### config.mk
export PLATFORM = sky130hd
export DESIGN_NAME = instr_decoder
export DESIGN_NICKNAME = d
export VERILOG_FILES = /design/src/rtl/instr_decoder_pkg.sv /design/src/rtl/instr_decoder.sv
export VERILOG_INCLUDE_DIRS = /design/src /design/src/rtl
export SDC_FILE = /design/constraint.sdc
export NUM_CORES = 1
export LEC_CHECK = 0
export ABC_CLOCK_PERIOD_IN_PS = 10830
export BUFFER_PORTS_ARGS = -buffer_cell sky130_fd_sc_hd__buf_2
export CORE_MARGIN = 2
export CORE_UTILIZATION = 65
export DETAILED_ROUTE_END_ITERATION = 12
export GPL_TIMING_DRIVEN = 1
export HOLD_SLACK_MARGIN = 0.06
export PLACE_DENSITY = 0.82
export SLEW_MARGIN = 10
export SYNTH_ARGS = -nofsm -noshare
export SYNTH_HDL_FRONTEND = slang
export SYNTH_SLANG_ARGS = --single-unit
export TNS_END_PERCENT = 100
### constraint.sdc
create_clock -name clk_sys -period 10.83 [get_ports clk_sys]
set_input_delay 0 -clock clk_sys [delete_from_list [all_inputs] [get_ports clk_sys]]
set_output_delay 0 -clock clk_sys [all_outputs]
set_load 0.01 [all_outputs]
### src/rtl/instr_decoder_consts.svh
`ifndef INSTR_DECODER_CONSTS_SVH
`define INSTR_DECODER_CONSTS_SVH
// ----------------------------------------------------------------
// Register offsets on the Avalon-MM slave (byte addresses).
// ----------------------------------------------------------------
`define OFS_INSTR 4'h0
`define OFS_CTRL 4'h4
`define OFS_ACC 4'h8
`define OFS_STATUS 4'hC
// Control register fields.
`define CTRL_PRESC_TIMER 0
`define CTRL_POR 1
// Status register fields.
`define ST_CARRY 0
`define ST_DIGIT_CARRY 1
`define ST_ZERO 2
`define ST_POWER_DOWN 3
`define ST_TIME_OUT 4
`define ST_BUSY 5
// Reset values.
`define ACC_RESET 8'h00
`define DIR_RESET 8'hFF
`define PC_RESET 10'h3FF
// Special file addresses.
`define FILE_TIMER 5'h01
`define FILE_PCL 5'h02
`define FILE_STATUS 5'h03
`define FILE_SECOND_PORT 5'h06
// Timing: oscillator periods per instruction cycle.
`define OSC_PER_CYCLE 4
`define OSC_CNT_LAST 2'h3
`endif

### src/rtl/instr_decoder_pkg.sv
// ----------------------------------------------------------------
// Types shared by the decoder.
// ----------------------------------------------------------------
package instr_decoder_pkg;
   // Phase of instruction execution.
   typedef enum logic [1:0] {
      PHASE_IDLE = 2'b00,
      PHASE_EXEC = 2'b01,
      PHASE_FLUSH = 2'b10
   } phase_type;
   // Processor status flags.
   typedef struct packed {
      logic time_out;
      logic power_down;
      logic zero;
      logic digit_carry;
      logic carry;
   } flags_type;
   // Request toward the file register array.
   typedef struct packed {
      logic write;
      logic [4:0] addr;
      logic [7:0] data;
   } file_req_type;
endpackage : instr_decoder_pkg

### src/rtl/instr_decoder.sv
`include "instr_decoder_consts.svh"
`timescale 1ns/10ps
`default_nettype none
module instr_decoder #(
   parameter int FILE_DEPTH = 32 // Number of file registers.
) (
   input wire logic clk_sys, // Oscillator clock, 40 MHz.
   input wire logic rst, // Synchronous reset, active high.
   input wire logic [3:0] avs_address, // Byte address.
   input wire logic avs_read, // Read strobe.
   input wire logic avs_write, // Write strobe.
   input wire logic [31:0] avs_writedata, // Write data.
   output logic [31:0] avs_readdata, // Read data.
   output logic avs_waitrequest, // Stall of the bus.
   input wire logic [7:0] port_pins, // Sampled second port pin levels.
   output logic [7:0] port_out, // Second port output latch.
   output logic [7:0] port_dir, // Second port tristate latches, 1 = high impedance.
   output logic [9:0] pc, // Program counter.
   output logic prescaler_clear, // One-cycle prescaler clear pulse.
   output logic standby // Processor in standby.
);
   // ----------------------------------------------------------------
   // State.
   // ----------------------------------------------------------------
   // The file array lives here because nothing outside the decoder reaches
   // it; the port, timer and counter cells sit at fixed addresses.
   logic [7:0] files [FILE_DEPTH]; // File register array.
   logic [7:0] acc, next_acc; // Accumulator.
   instr_decoder_pkg::flags_type flags, next_flags; // Status flags.
   instr_decoder_pkg::phase_type phase, next_phase; // Execution phase.
   logic [11:0] instr, next_instr; // Instruction word being executed.
   // Counts the four oscillator periods of one instruction cycle.
   logic [1:0] osc_cnt, next_osc_cnt; // Oscillator period within a cycle.
   logic presc_timer, next_presc_timer; // Prescaler assigned to the timer.
   logic [9:0] next_pc; // Next program counter.
   // Only one return level is kept and no call loads it, so a return
   // always lands on address zero.
   logic [9:0] ret_addr, next_ret_addr; // Single return address.
   logic [7:0] next_port_dir; // Next tristate latches.
   logic next_prescaler_clear; // Next prescaler pulse.
   logic next_standby; // Next standby level.
   logic [31:0] next_readdata; // Next read data.
   logic next_waitrequest; // Next waitrequest.
   instr_decoder_pkg::file_req_type file_req; // File write request.
   // ----------------------------------------------------------------
   // Instruction fields.
   // ----------------------------------------------------------------
   // Fields are sliced straight from the held word; which of them means
   // anything depends on the opcode class being executed.
   logic [4:0] fa; // File address.
   logic dest_file; // Destination select.
   logic [2:0] bit_idx; // Bit index.
   logic [7:0] lit; // Literal.
   logic [7:0] fval; // File operand as read.
   // Both adders always exist; only the add opcode looks at them.
   logic [8:0] sum; // Add result with carry.
   logic [4:0] low_sum; // Low nibble add for digit carry.
   logic [7:0] res; // Byte operation result.
   logic res_valid; // A byte result is produced.
   logic skip; // Following instruction is skipped.
   logic cycle_end; // Last oscillator period of a cycle.
   assign fa = instr[4:0];
   assign dest_file = instr[5];
   assign bit_idx = instr[7:5];
   assign lit = instr[7:0];
   // The fourth period of each cycle is where an instruction commits.
   assign cycle_end = (osc_cnt == `OSC_CNT_LAST);
   // The port is read from its pins so that input-driven bits are not
   // replaced by stale latch contents on write back.
   // The low counter byte is the program counter itself, so it reads from
   // there; no file cell is kept current for it.
   assign fval = (fa == `FILE_SECOND_PORT) ? port_pins :
                 (fa == `FILE_PCL) ? pc[7:0] : files[fa];
   assign sum = {1'b0, acc} + {1'b0, fval};
   assign low_sum = {1'b0, acc[3:0]} + {1'b0, fval[3:0]};
   // ----------------------------------------------------------------
   // Execution: computes every next value of the processor state.
   // ----------------------------------------------------------------
   // One process holds bus writes and execution, so their priority is set in
   // one place: execution is evaluated later and wins where both meet.
   always_comb begin
      // Every register except the period count holds by default; the period count steps; pulses and waitrequest fall back to idle.
      next_acc = acc;
      next_flags = flags;
      next_phase = phase;
      next_instr = instr;
      next_pc = pc;
      next_ret_addr = ret_addr;
      next_port_dir = port_dir;
      next_prescaler_clear = 1'b0;
      next_standby = standby;
      next_presc_timer = presc_timer;
      next_readdata = avs_readdata;
      next_waitrequest = 1'b1;
      next_osc_cnt = osc_cnt + 2'h1;
      // No file write and no byte result unless an opcode asks for one.
      file_req = '0;
      res = fval;
      res_valid = 1'b0;
      skip = 1'b0;
      // Bus slave: one wait state, so a request completes two edges after it rises.
      // Read data are captured on every taken access, read or write, and then
      // hold until the next one.
      if ((avs_read || avs_write) && avs_waitrequest) begin
         // Waitrequest drops for exactly one cycle to end the access.
         next_waitrequest = 1'b0;
         case (avs_address)
            `OFS_INSTR: next_readdata = {18'h0, instr, 1'b0,
                                         phase == instr_decoder_pkg::PHASE_IDLE};
            `OFS_CTRL: next_readdata = {31'h0, presc_timer};
            `OFS_ACC: next_readdata = {24'h0, acc};
            `OFS_STATUS: next_readdata = {26'h0, phase != instr_decoder_pkg::PHASE_IDLE,
                                          flags.time_out, flags.power_down, flags.zero,
                                          flags.digit_carry, flags.carry};
            default: next_readdata = 32'h0;
         endcase
         // Only writes change state; a read has no side effect.
         if (avs_write) begin
            // Writes to busy or unmapped offsets are dropped.
            if (avs_address == `OFS_INSTR && phase == instr_decoder_pkg::PHASE_IDLE) begin
               next_instr = avs_writedata[11:0];
               next_phase = instr_decoder_pkg::PHASE_EXEC;
               // The period count restarts so the word gets four full periods.
               next_osc_cnt = 2'h0;
            end else if (avs_address == `OFS_CTRL) begin
               // Prescaler owner, and a power-on event that wakes the core.
               next_presc_timer = avs_writedata[`CTRL_PRESC_TIMER];
               if (avs_writedata[`CTRL_POR]) begin
                  // Both status flags read as set after a power-on event.
                  next_flags.time_out = 1'b1;
                  next_flags.power_down = 1'b1;
                  next_standby = 1'b0;
               end
            end else if (avs_address == `OFS_ACC) begin
               // Accumulator preload; an instruction ending in this cycle wins.
               next_acc = avs_writedata[7:0];
            end
         end
      end
      // Work happens once per four oscillator periods, at the cycle end.
      // The flush cycle stands for the fetch that a branch throws away.
      if (phase == instr_decoder_pkg::PHASE_FLUSH && cycle_end) begin
         next_phase = instr_decoder_pkg::PHASE_IDLE;
      end else if (phase == instr_decoder_pkg::PHASE_EXEC && cycle_end) begin
         next_phase = instr_decoder_pkg::PHASE_IDLE;
         // Default flow steps to the next word.
         next_pc = pc + 10'h1;
         // Operand fields are wildcards, so the match is on the opcode alone; standby and direction load match the whole word.
         casez (instr)
            // Add: carry out of bit seven, digit carry out of bit three.
            12'b0001_11??_????: begin
               res = sum[7:0];
               res_valid = 1'b1;
               next_flags.carry = sum[8];
               next_flags.digit_carry = low_sum[4];
               next_flags.zero = (sum[7:0] == 8'h00);
            end
            // Logic with the file: only the zero flag can move.
            12'b0001_0???_????, 12'b0001_10??_????: begin
               case (instr[7:6])
                  2'b01: res = acc & fval;
                  2'b00: res = acc | fval;
                  default: res = acc ^ fval;
               endcase
               res_valid = 1'b1;
               next_flags.zero = (res == 8'h00);
            end
            // Plain decrement: zero follows the result.
            12'b0000_11??_????: begin
               res = fval - 8'h01;
               res_valid = 1'b1;
               next_flags.zero = (res == 8'h00);
            end
            // Decrement and skip: flags stay, a zero result costs a cycle.
            12'b0010_11??_????: begin
               res = fval - 8'h01;
               res_valid = 1'b1;
               skip = (res == 8'h00);
            end
            // Plain increment: zero follows the result.
            12'b0010_10??_????: begin
               res = fval + 8'h01;
               res_valid = 1'b1;
               next_flags.zero = (res == 8'h00);
            end
            // Increment and skip: flags stay, a zero result costs a cycle.
            12'b0011_11??_????: begin
               res = fval + 8'h01;
               res_valid = 1'b1;
               skip = (res == 8'h00);
            end
            // Rotate left: carry enters bit zero, bit seven leaves to carry.
            12'b0011_01??_????: begin
               res = {fval[6:0], flags.carry};
               res_valid = 1'b1;
               next_flags.carry = fval[7];
            end
            // Rotate right: carry enters bit seven, bit zero leaves to carry.
            12'b0011_00??_????: begin
               res = {flags.carry, fval[7:1]};
               res_valid = 1'b1;
               next_flags.carry = fval[0];
            end
            // Bit clear or set: opcode bit eight is the new bit value.
            12'b0100_????_????, 12'b0101_????_????: begin
               res = fval;
               res[bit_idx] = instr[8];
               file_req = '{write: 1'b1, addr: fa, data: res};
            end
            // Bit tests only skip; nothing is written back.
            12'b0110_????_????: skip = ~fval[bit_idx];
            // Skip when the tested bit is set.
            12'b0111_????_????: skip = fval[bit_idx];
            // Literal logic: the result always lands in the accumulator.
            12'b1110_????_????: begin
               next_acc = acc & lit;
               next_flags.zero = ((acc & lit) == 8'h00);
            end
            // Literal inclusive or.
            12'b1101_????_????: begin
               next_acc = acc | lit;
               next_flags.zero = ((acc | lit) == 8'h00);
            end
            // Literal exclusive or.
            12'b1111_????_????: begin
               next_acc = acc ^ lit;
               next_flags.zero = ((acc ^ lit) == 8'h00);
            end
            // Return: the literal lands in the accumulator and the counter reloads.
            12'b1000_????_????: begin
               next_acc = lit;
               next_pc = {1'b0, ret_addr[8:0]};
               next_phase = instr_decoder_pkg::PHASE_FLUSH;
            end
            // Standby: time-out set, power-down cleared, the standby output rises; execution carries on.
            12'b0000_0000_0011: begin
               next_flags.time_out = 1'b1;
               next_flags.power_down = 1'b0;
               next_standby = 1'b1;
            end
            // Direction load is decoded for the second port's file only.
            12'b0000_0000_0110: next_port_dir = acc;
            // Anything else is a one-cycle no-operation.
            default: ;
         endcase
         // Result routing for byte operations.
         // Bit set and clear build their own request above, so they skip this.
         if (res_valid) begin
            if (dest_file) begin
               file_req = '{write: 1'b1, addr: fa, data: res};
            end else begin
               next_acc = res;
            end
         end
         // A taken skip steps over the next word and spends a flush cycle.
         if (skip) begin
            next_pc = pc + 10'h2;
            next_phase = instr_decoder_pkg::PHASE_FLUSH;
         end
         // A computed write to the low counter byte is a jump.
         // Only the low byte loads; bits eight and nine come back as zero.
         if (file_req.write && file_req.addr == `FILE_PCL) begin
            next_pc = {2'b00, file_req.data};
            next_phase = instr_decoder_pkg::PHASE_FLUSH;
         end
         // Writing the timer restarts its prescaler while the two are paired.
         if (file_req.write && file_req.addr == `FILE_TIMER && presc_timer) begin
            next_prescaler_clear = 1'b1;
         end
      end
   end
   // ----------------------------------------------------------------
   // Registers.
   // ----------------------------------------------------------------
   // Every processor register but the file array and port latch loads its next value here;
   // reset is synchronous, so it only acts on a clock edge.
   always_ff @(posedge clk_sys) begin
      if (rst) begin
         acc <= `ACC_RESET;
         // Power-on: time-out and power-down both read as set.
         flags <= '{time_out: 1'b1, power_down: 1'b1, default: 1'b0};
         phase <= instr_decoder_pkg::PHASE_IDLE;
         instr <= 12'h000;
         osc_cnt <= 2'h0;
         presc_timer <= 1'b0;
         // Execution starts at the top word of program memory.
         pc <= `PC_RESET;
         ret_addr <= 10'h000;
         // All second port pins start as inputs, drivers off.
         port_dir <= `DIR_RESET;
         prescaler_clear <= 1'b0;
         standby <= 1'b0;
         avs_readdata <= 32'h0;
         // The bus stalls while idle; waitrequest only drops to end an access.
         avs_waitrequest <= 1'b1;
      end else begin
         acc <= next_acc;
         flags <= next_flags;
         phase <= next_phase;
         instr <= next_instr;
         osc_cnt <= next_osc_cnt;
         presc_timer <= next_presc_timer;
         pc <= next_pc;
         ret_addr <= next_ret_addr;
         port_dir <= next_port_dir;
         prescaler_clear <= next_prescaler_clear;
         standby <= next_standby;
         avs_readdata <= next_readdata;
         avs_waitrequest <= next_waitrequest;
      end
   end
   // File array: data only, so it carries no reset.
   // Cells never written read back unknown until software fills them.
   always_ff @(posedge clk_sys) begin
      if (file_req.write) begin
         files[file_req.addr] <= file_req.data;
      end
   end
   // The port output latch mirrors file six.
   // Writes reach both the array cell and this latch; reads come from the pins.
   always_ff @(posedge clk_sys) begin
      if (rst) begin
         port_out <= 8'h00;
      end else if (file_req.write && file_req.addr == `FILE_SECOND_PORT) begin
         port_out <= file_req.data;
      end
   end
endmodule : instr_decoder
`default_nettype wire

==> impl_results.md <==
- Outcome: finished, final reports clean
- Wire per inst: 27.29 µm
- Cells after DPL: 1739
- Power, Total: 2.621 mW
- Yosys warnings: 0
- Via density: 7.046
- WL final: 49560 µm
- Skew final: 0.02202 ns
- Maximum vdd drop: 0.0001667 V
- Post-CTS sizing: 0
- Sequential fraction of the synthesis area: 55.57%
- Ant. Diodes: 0
- Maximum clock rate: 0.1296 GHz
- Utilization after layout: 73.24%
- Critical Path Slowest Stage Cell: dfxtp_2
- Placed inst area: 17170 µm²
- H-tree depth: 2
- Clock Tree Root: clkbuf_16
- Syn Inst Count: 1398
- Pwr Density: 142.1 nW/µm²
- #FFs+latches synth: 334
- Total track usage: 37.47%
- Layout area overhead: 10.82%
- Final Non-Filler Cells: 1816
- CTS tree: done
- Initial Util: 66.09%
- CTS Sinks: 334
- Clock slew seen by the registers of the worst setup and hold paths: 0.06 ns
- Period Utilization, post-route: 71.26%
- Post-CTS Setup Repair Bufs: 0
- Setup TNS: 0 ns
- Delay-heaviest family, CP: compound AO/OA/AOI/OAI gates
- CORE AREA: 25180 µm²
- Drc violations: 0
- Num rows: 58
- Min-delay worst type: in -> reg
- Leakage: 6.742 nW
- Post-synth EDFFs: 256
- CP endpoint kind: flop
- RSZ-0062 raised after global routing: no
- Final Cell Area: 18440 µm²
- Worst EP required: 10.91 ns
- Clk Latency, worst-skew pair: 0.52 ns
- Final #Nets: 1551
- Placer Congestion: 1.048
- DRT iter0 DRCs: 1971
- Routed Antenna Nets: 0
- Mean Syn Cell Area: 11.91 µm²
- Initial antenna violation count: 0
- Post-synth ARST share: 0%
- CP Max Fanout: 32
- Yosys cell types: 88
- Die Y-Extent: 164.0 µm
- Syn Std Cell Area: 16640 µm²
- Layout cells sized above 1: 16.55%
- Top cell by count, worst path: a21oi_1
- Relative slew slack: 15.98%
- DIE AREA: 26900 µm²
- CTS Buffer Depth: 3
- Arr. time, crit path: 7.79 ns
- Num ports: 109
- Critical path class: reg -> reg
- Total CTS buffers: 34
- Largest net degree at the start of global routing: 60
- Final Max Slew Viols: 0
- Vias in the first global route: 12004
- Ys flop type: edfxtp_1
- HP Start: avs_write
- Port Buffers: 70
- Worst-path cell chain: buf_4 -> mux4_2 -> nor2b_1 -> a211oi_1 -> nor4_2 -> a21oi_2 -> clkinv_1 -> fa_1 -> a21o_1 -> a21oi_1 -> o21bai_1 -> a21oi_1 -> xnor2_1 -> o21ai_0 -> a21oi_1 -> a31oi_1 -> o32a_1 -> a21oi_1 -> inv_1
- Worst slew pin tran: 1.260 ns
- Crit path time final: 7.717 ns
- Final hold violation count: 0
- First-pass DRT Iterations: 6
- Die width: 164.0 µm
- Post-DP HPWL: 33190 µm
- Max Cap Violations: 0
- Total gr overflow: 0
- Worst path bufs/invs: 3
- Final setup fails: 0
- Crit path largest cell delay: 0.82 ns
- Routed via count: 12795
- Critical path startpoint category: flop
- First-pass GRT wire length: 74100 µm
-- Yosys cell counts (all sizes together), types with 10 or more instances --
master	instances	area, µm²
buf	47	334.1
a21o	13	97.59
nor3	32	165.2
a21oi	66	349.1
ha	39	488.0
nand3	42	215.2
mux2	17	191.4
a31oi	13	81.33
and3	11	68.82
inv	36	135.1
nand4	14	93.84
a221oi	12	105.1
xnor2	10	87.58
a22oi	30	225.2
dfxtp	78	1562
nor2b	17	106.4
o22ai	18	112.6
nand2	96	362.8
o21ai	62	310.3
and2	12	75.07
nor2	141	536.8
mux2i	74	740.7
nor4	12	81.33
edfxtp	256	7687
mux4	41	923.4
clkbuf	58	217.7
a211oi	21	167.7
-- report_power, final --
| part | internal, mW | switching, mW |
|---|---|---|
| Combinational | 0.0366 | 0.0625 |
| Clock | 0.661 | 0.488 |
| Sequential | 1.36 | 0.00970 |
-- sequential cells by signal (all words and copies together), names as in the netlist, 2 cells and up, named ones only --
| name | count |
|---|---|
| port_out | 8 |
| port_dir | 8 |
| instr | 12 |
| files | 256 |
| avs_readdata | 14 |
| osc_cnt | 2 |
| phase | 2 |
| flags | 5 |
| acc | 8 |
| pc | 10 |
-- cell type report --
class                      instances  area (µm²)
sequential                       334        9255
multi-input combinational        937        6794
fill                            1663        6738
clock buffer                      39       879.6
timing repair buffer             117       748.2
tap                              330       412.9
clock inverter                    20       207.7
inverter                          39       146.4
-- per-stage QoR --
stage | setup slack, ns | hold slack [ns]
after floorplan | 5.571 | 0.1439
after global placement | 3.529 | 0.2262
after detailed placement | 3.485 | 0.2398
after CTS | 3.369 | 0.1320
after global routing | 2.902 | 0.1630
final | 3.113 | 0.1536
-- per-layer routing --
metal | GRT usage, % | vias up | share of wire, %
met5 | 0 | - | 0
met4 | 11.64 | 0 | 3.4
met3 | 8.788 | 150 | 13
met2 | 56.36 | 1009 | 45
met1 | 54.71 | 6182 | 39
li1 | - | 5454 | -
-- path summary, 6_finish.rpt --
kind / endpoint / slack, ns / cells after the start
worst max register to register: files[26][6]$_DFFE_PP_ / 3.11 / 19
worst max-delay path: files[26][6]$_DFFE_PP_ / 3.11 / 19
worst min register to register: osc_cnt[0]$_SDFF_PP0_ / 0.43 / 1
worst min-delay path: presc_timer$_SDFFE_PP0P_ / 0.15 / 6
-- tightest hold or removal path: stages --
cell     delay, ns
buf_2         0.11
nand2_1       0.06
nor3_1        0.06
and3b_1       0.21
mux2i_1       0.12
nor2_1        0.08
-- cells in the final DEF, fill, tap and decap left out, drive strengths merged, types with 10 or more instances in the layout --
cell type / instances
edfxtp: 256
nor2: 141
buf: 99
nand2: 96
dfxtp: 78
mux2i: 74
a21oi: 66
o21ai: 62
nand3: 42
mux4: 41
ha: 39
clkbuf: 39
inv: 39
nor3: 32
a22oi: 30
a211oi: 21
o22ai: 18
conb: 18
dlygate4sd3: 18
nor2b: 17
mux2: 17
clkinv: 17
nand4: 14
a21o: 13
a31oi: 13
and2: 12
a221oi: 12
nor4: 12
and3: 11
xnor2: 10
-- what timing repair did --
action / CTS / global route
setup endpoints to repair: 0 / 0
hold buffers: 18 / 0
hold endpoints to repair: 42 / 0
-- kinds of logic after synthesis --
group           after synthesis  synth area share, %
xor+xnor                     13               0.6841
mux                         132                11.15
flops                       334                55.57
fa+ha+maj                    40                3.052
buf+inv                     144                4.195
other cells                   1              0.02253
compound gates              322                13.52
simple gates                412                11.80
Power figures use the tool's default switching activity.
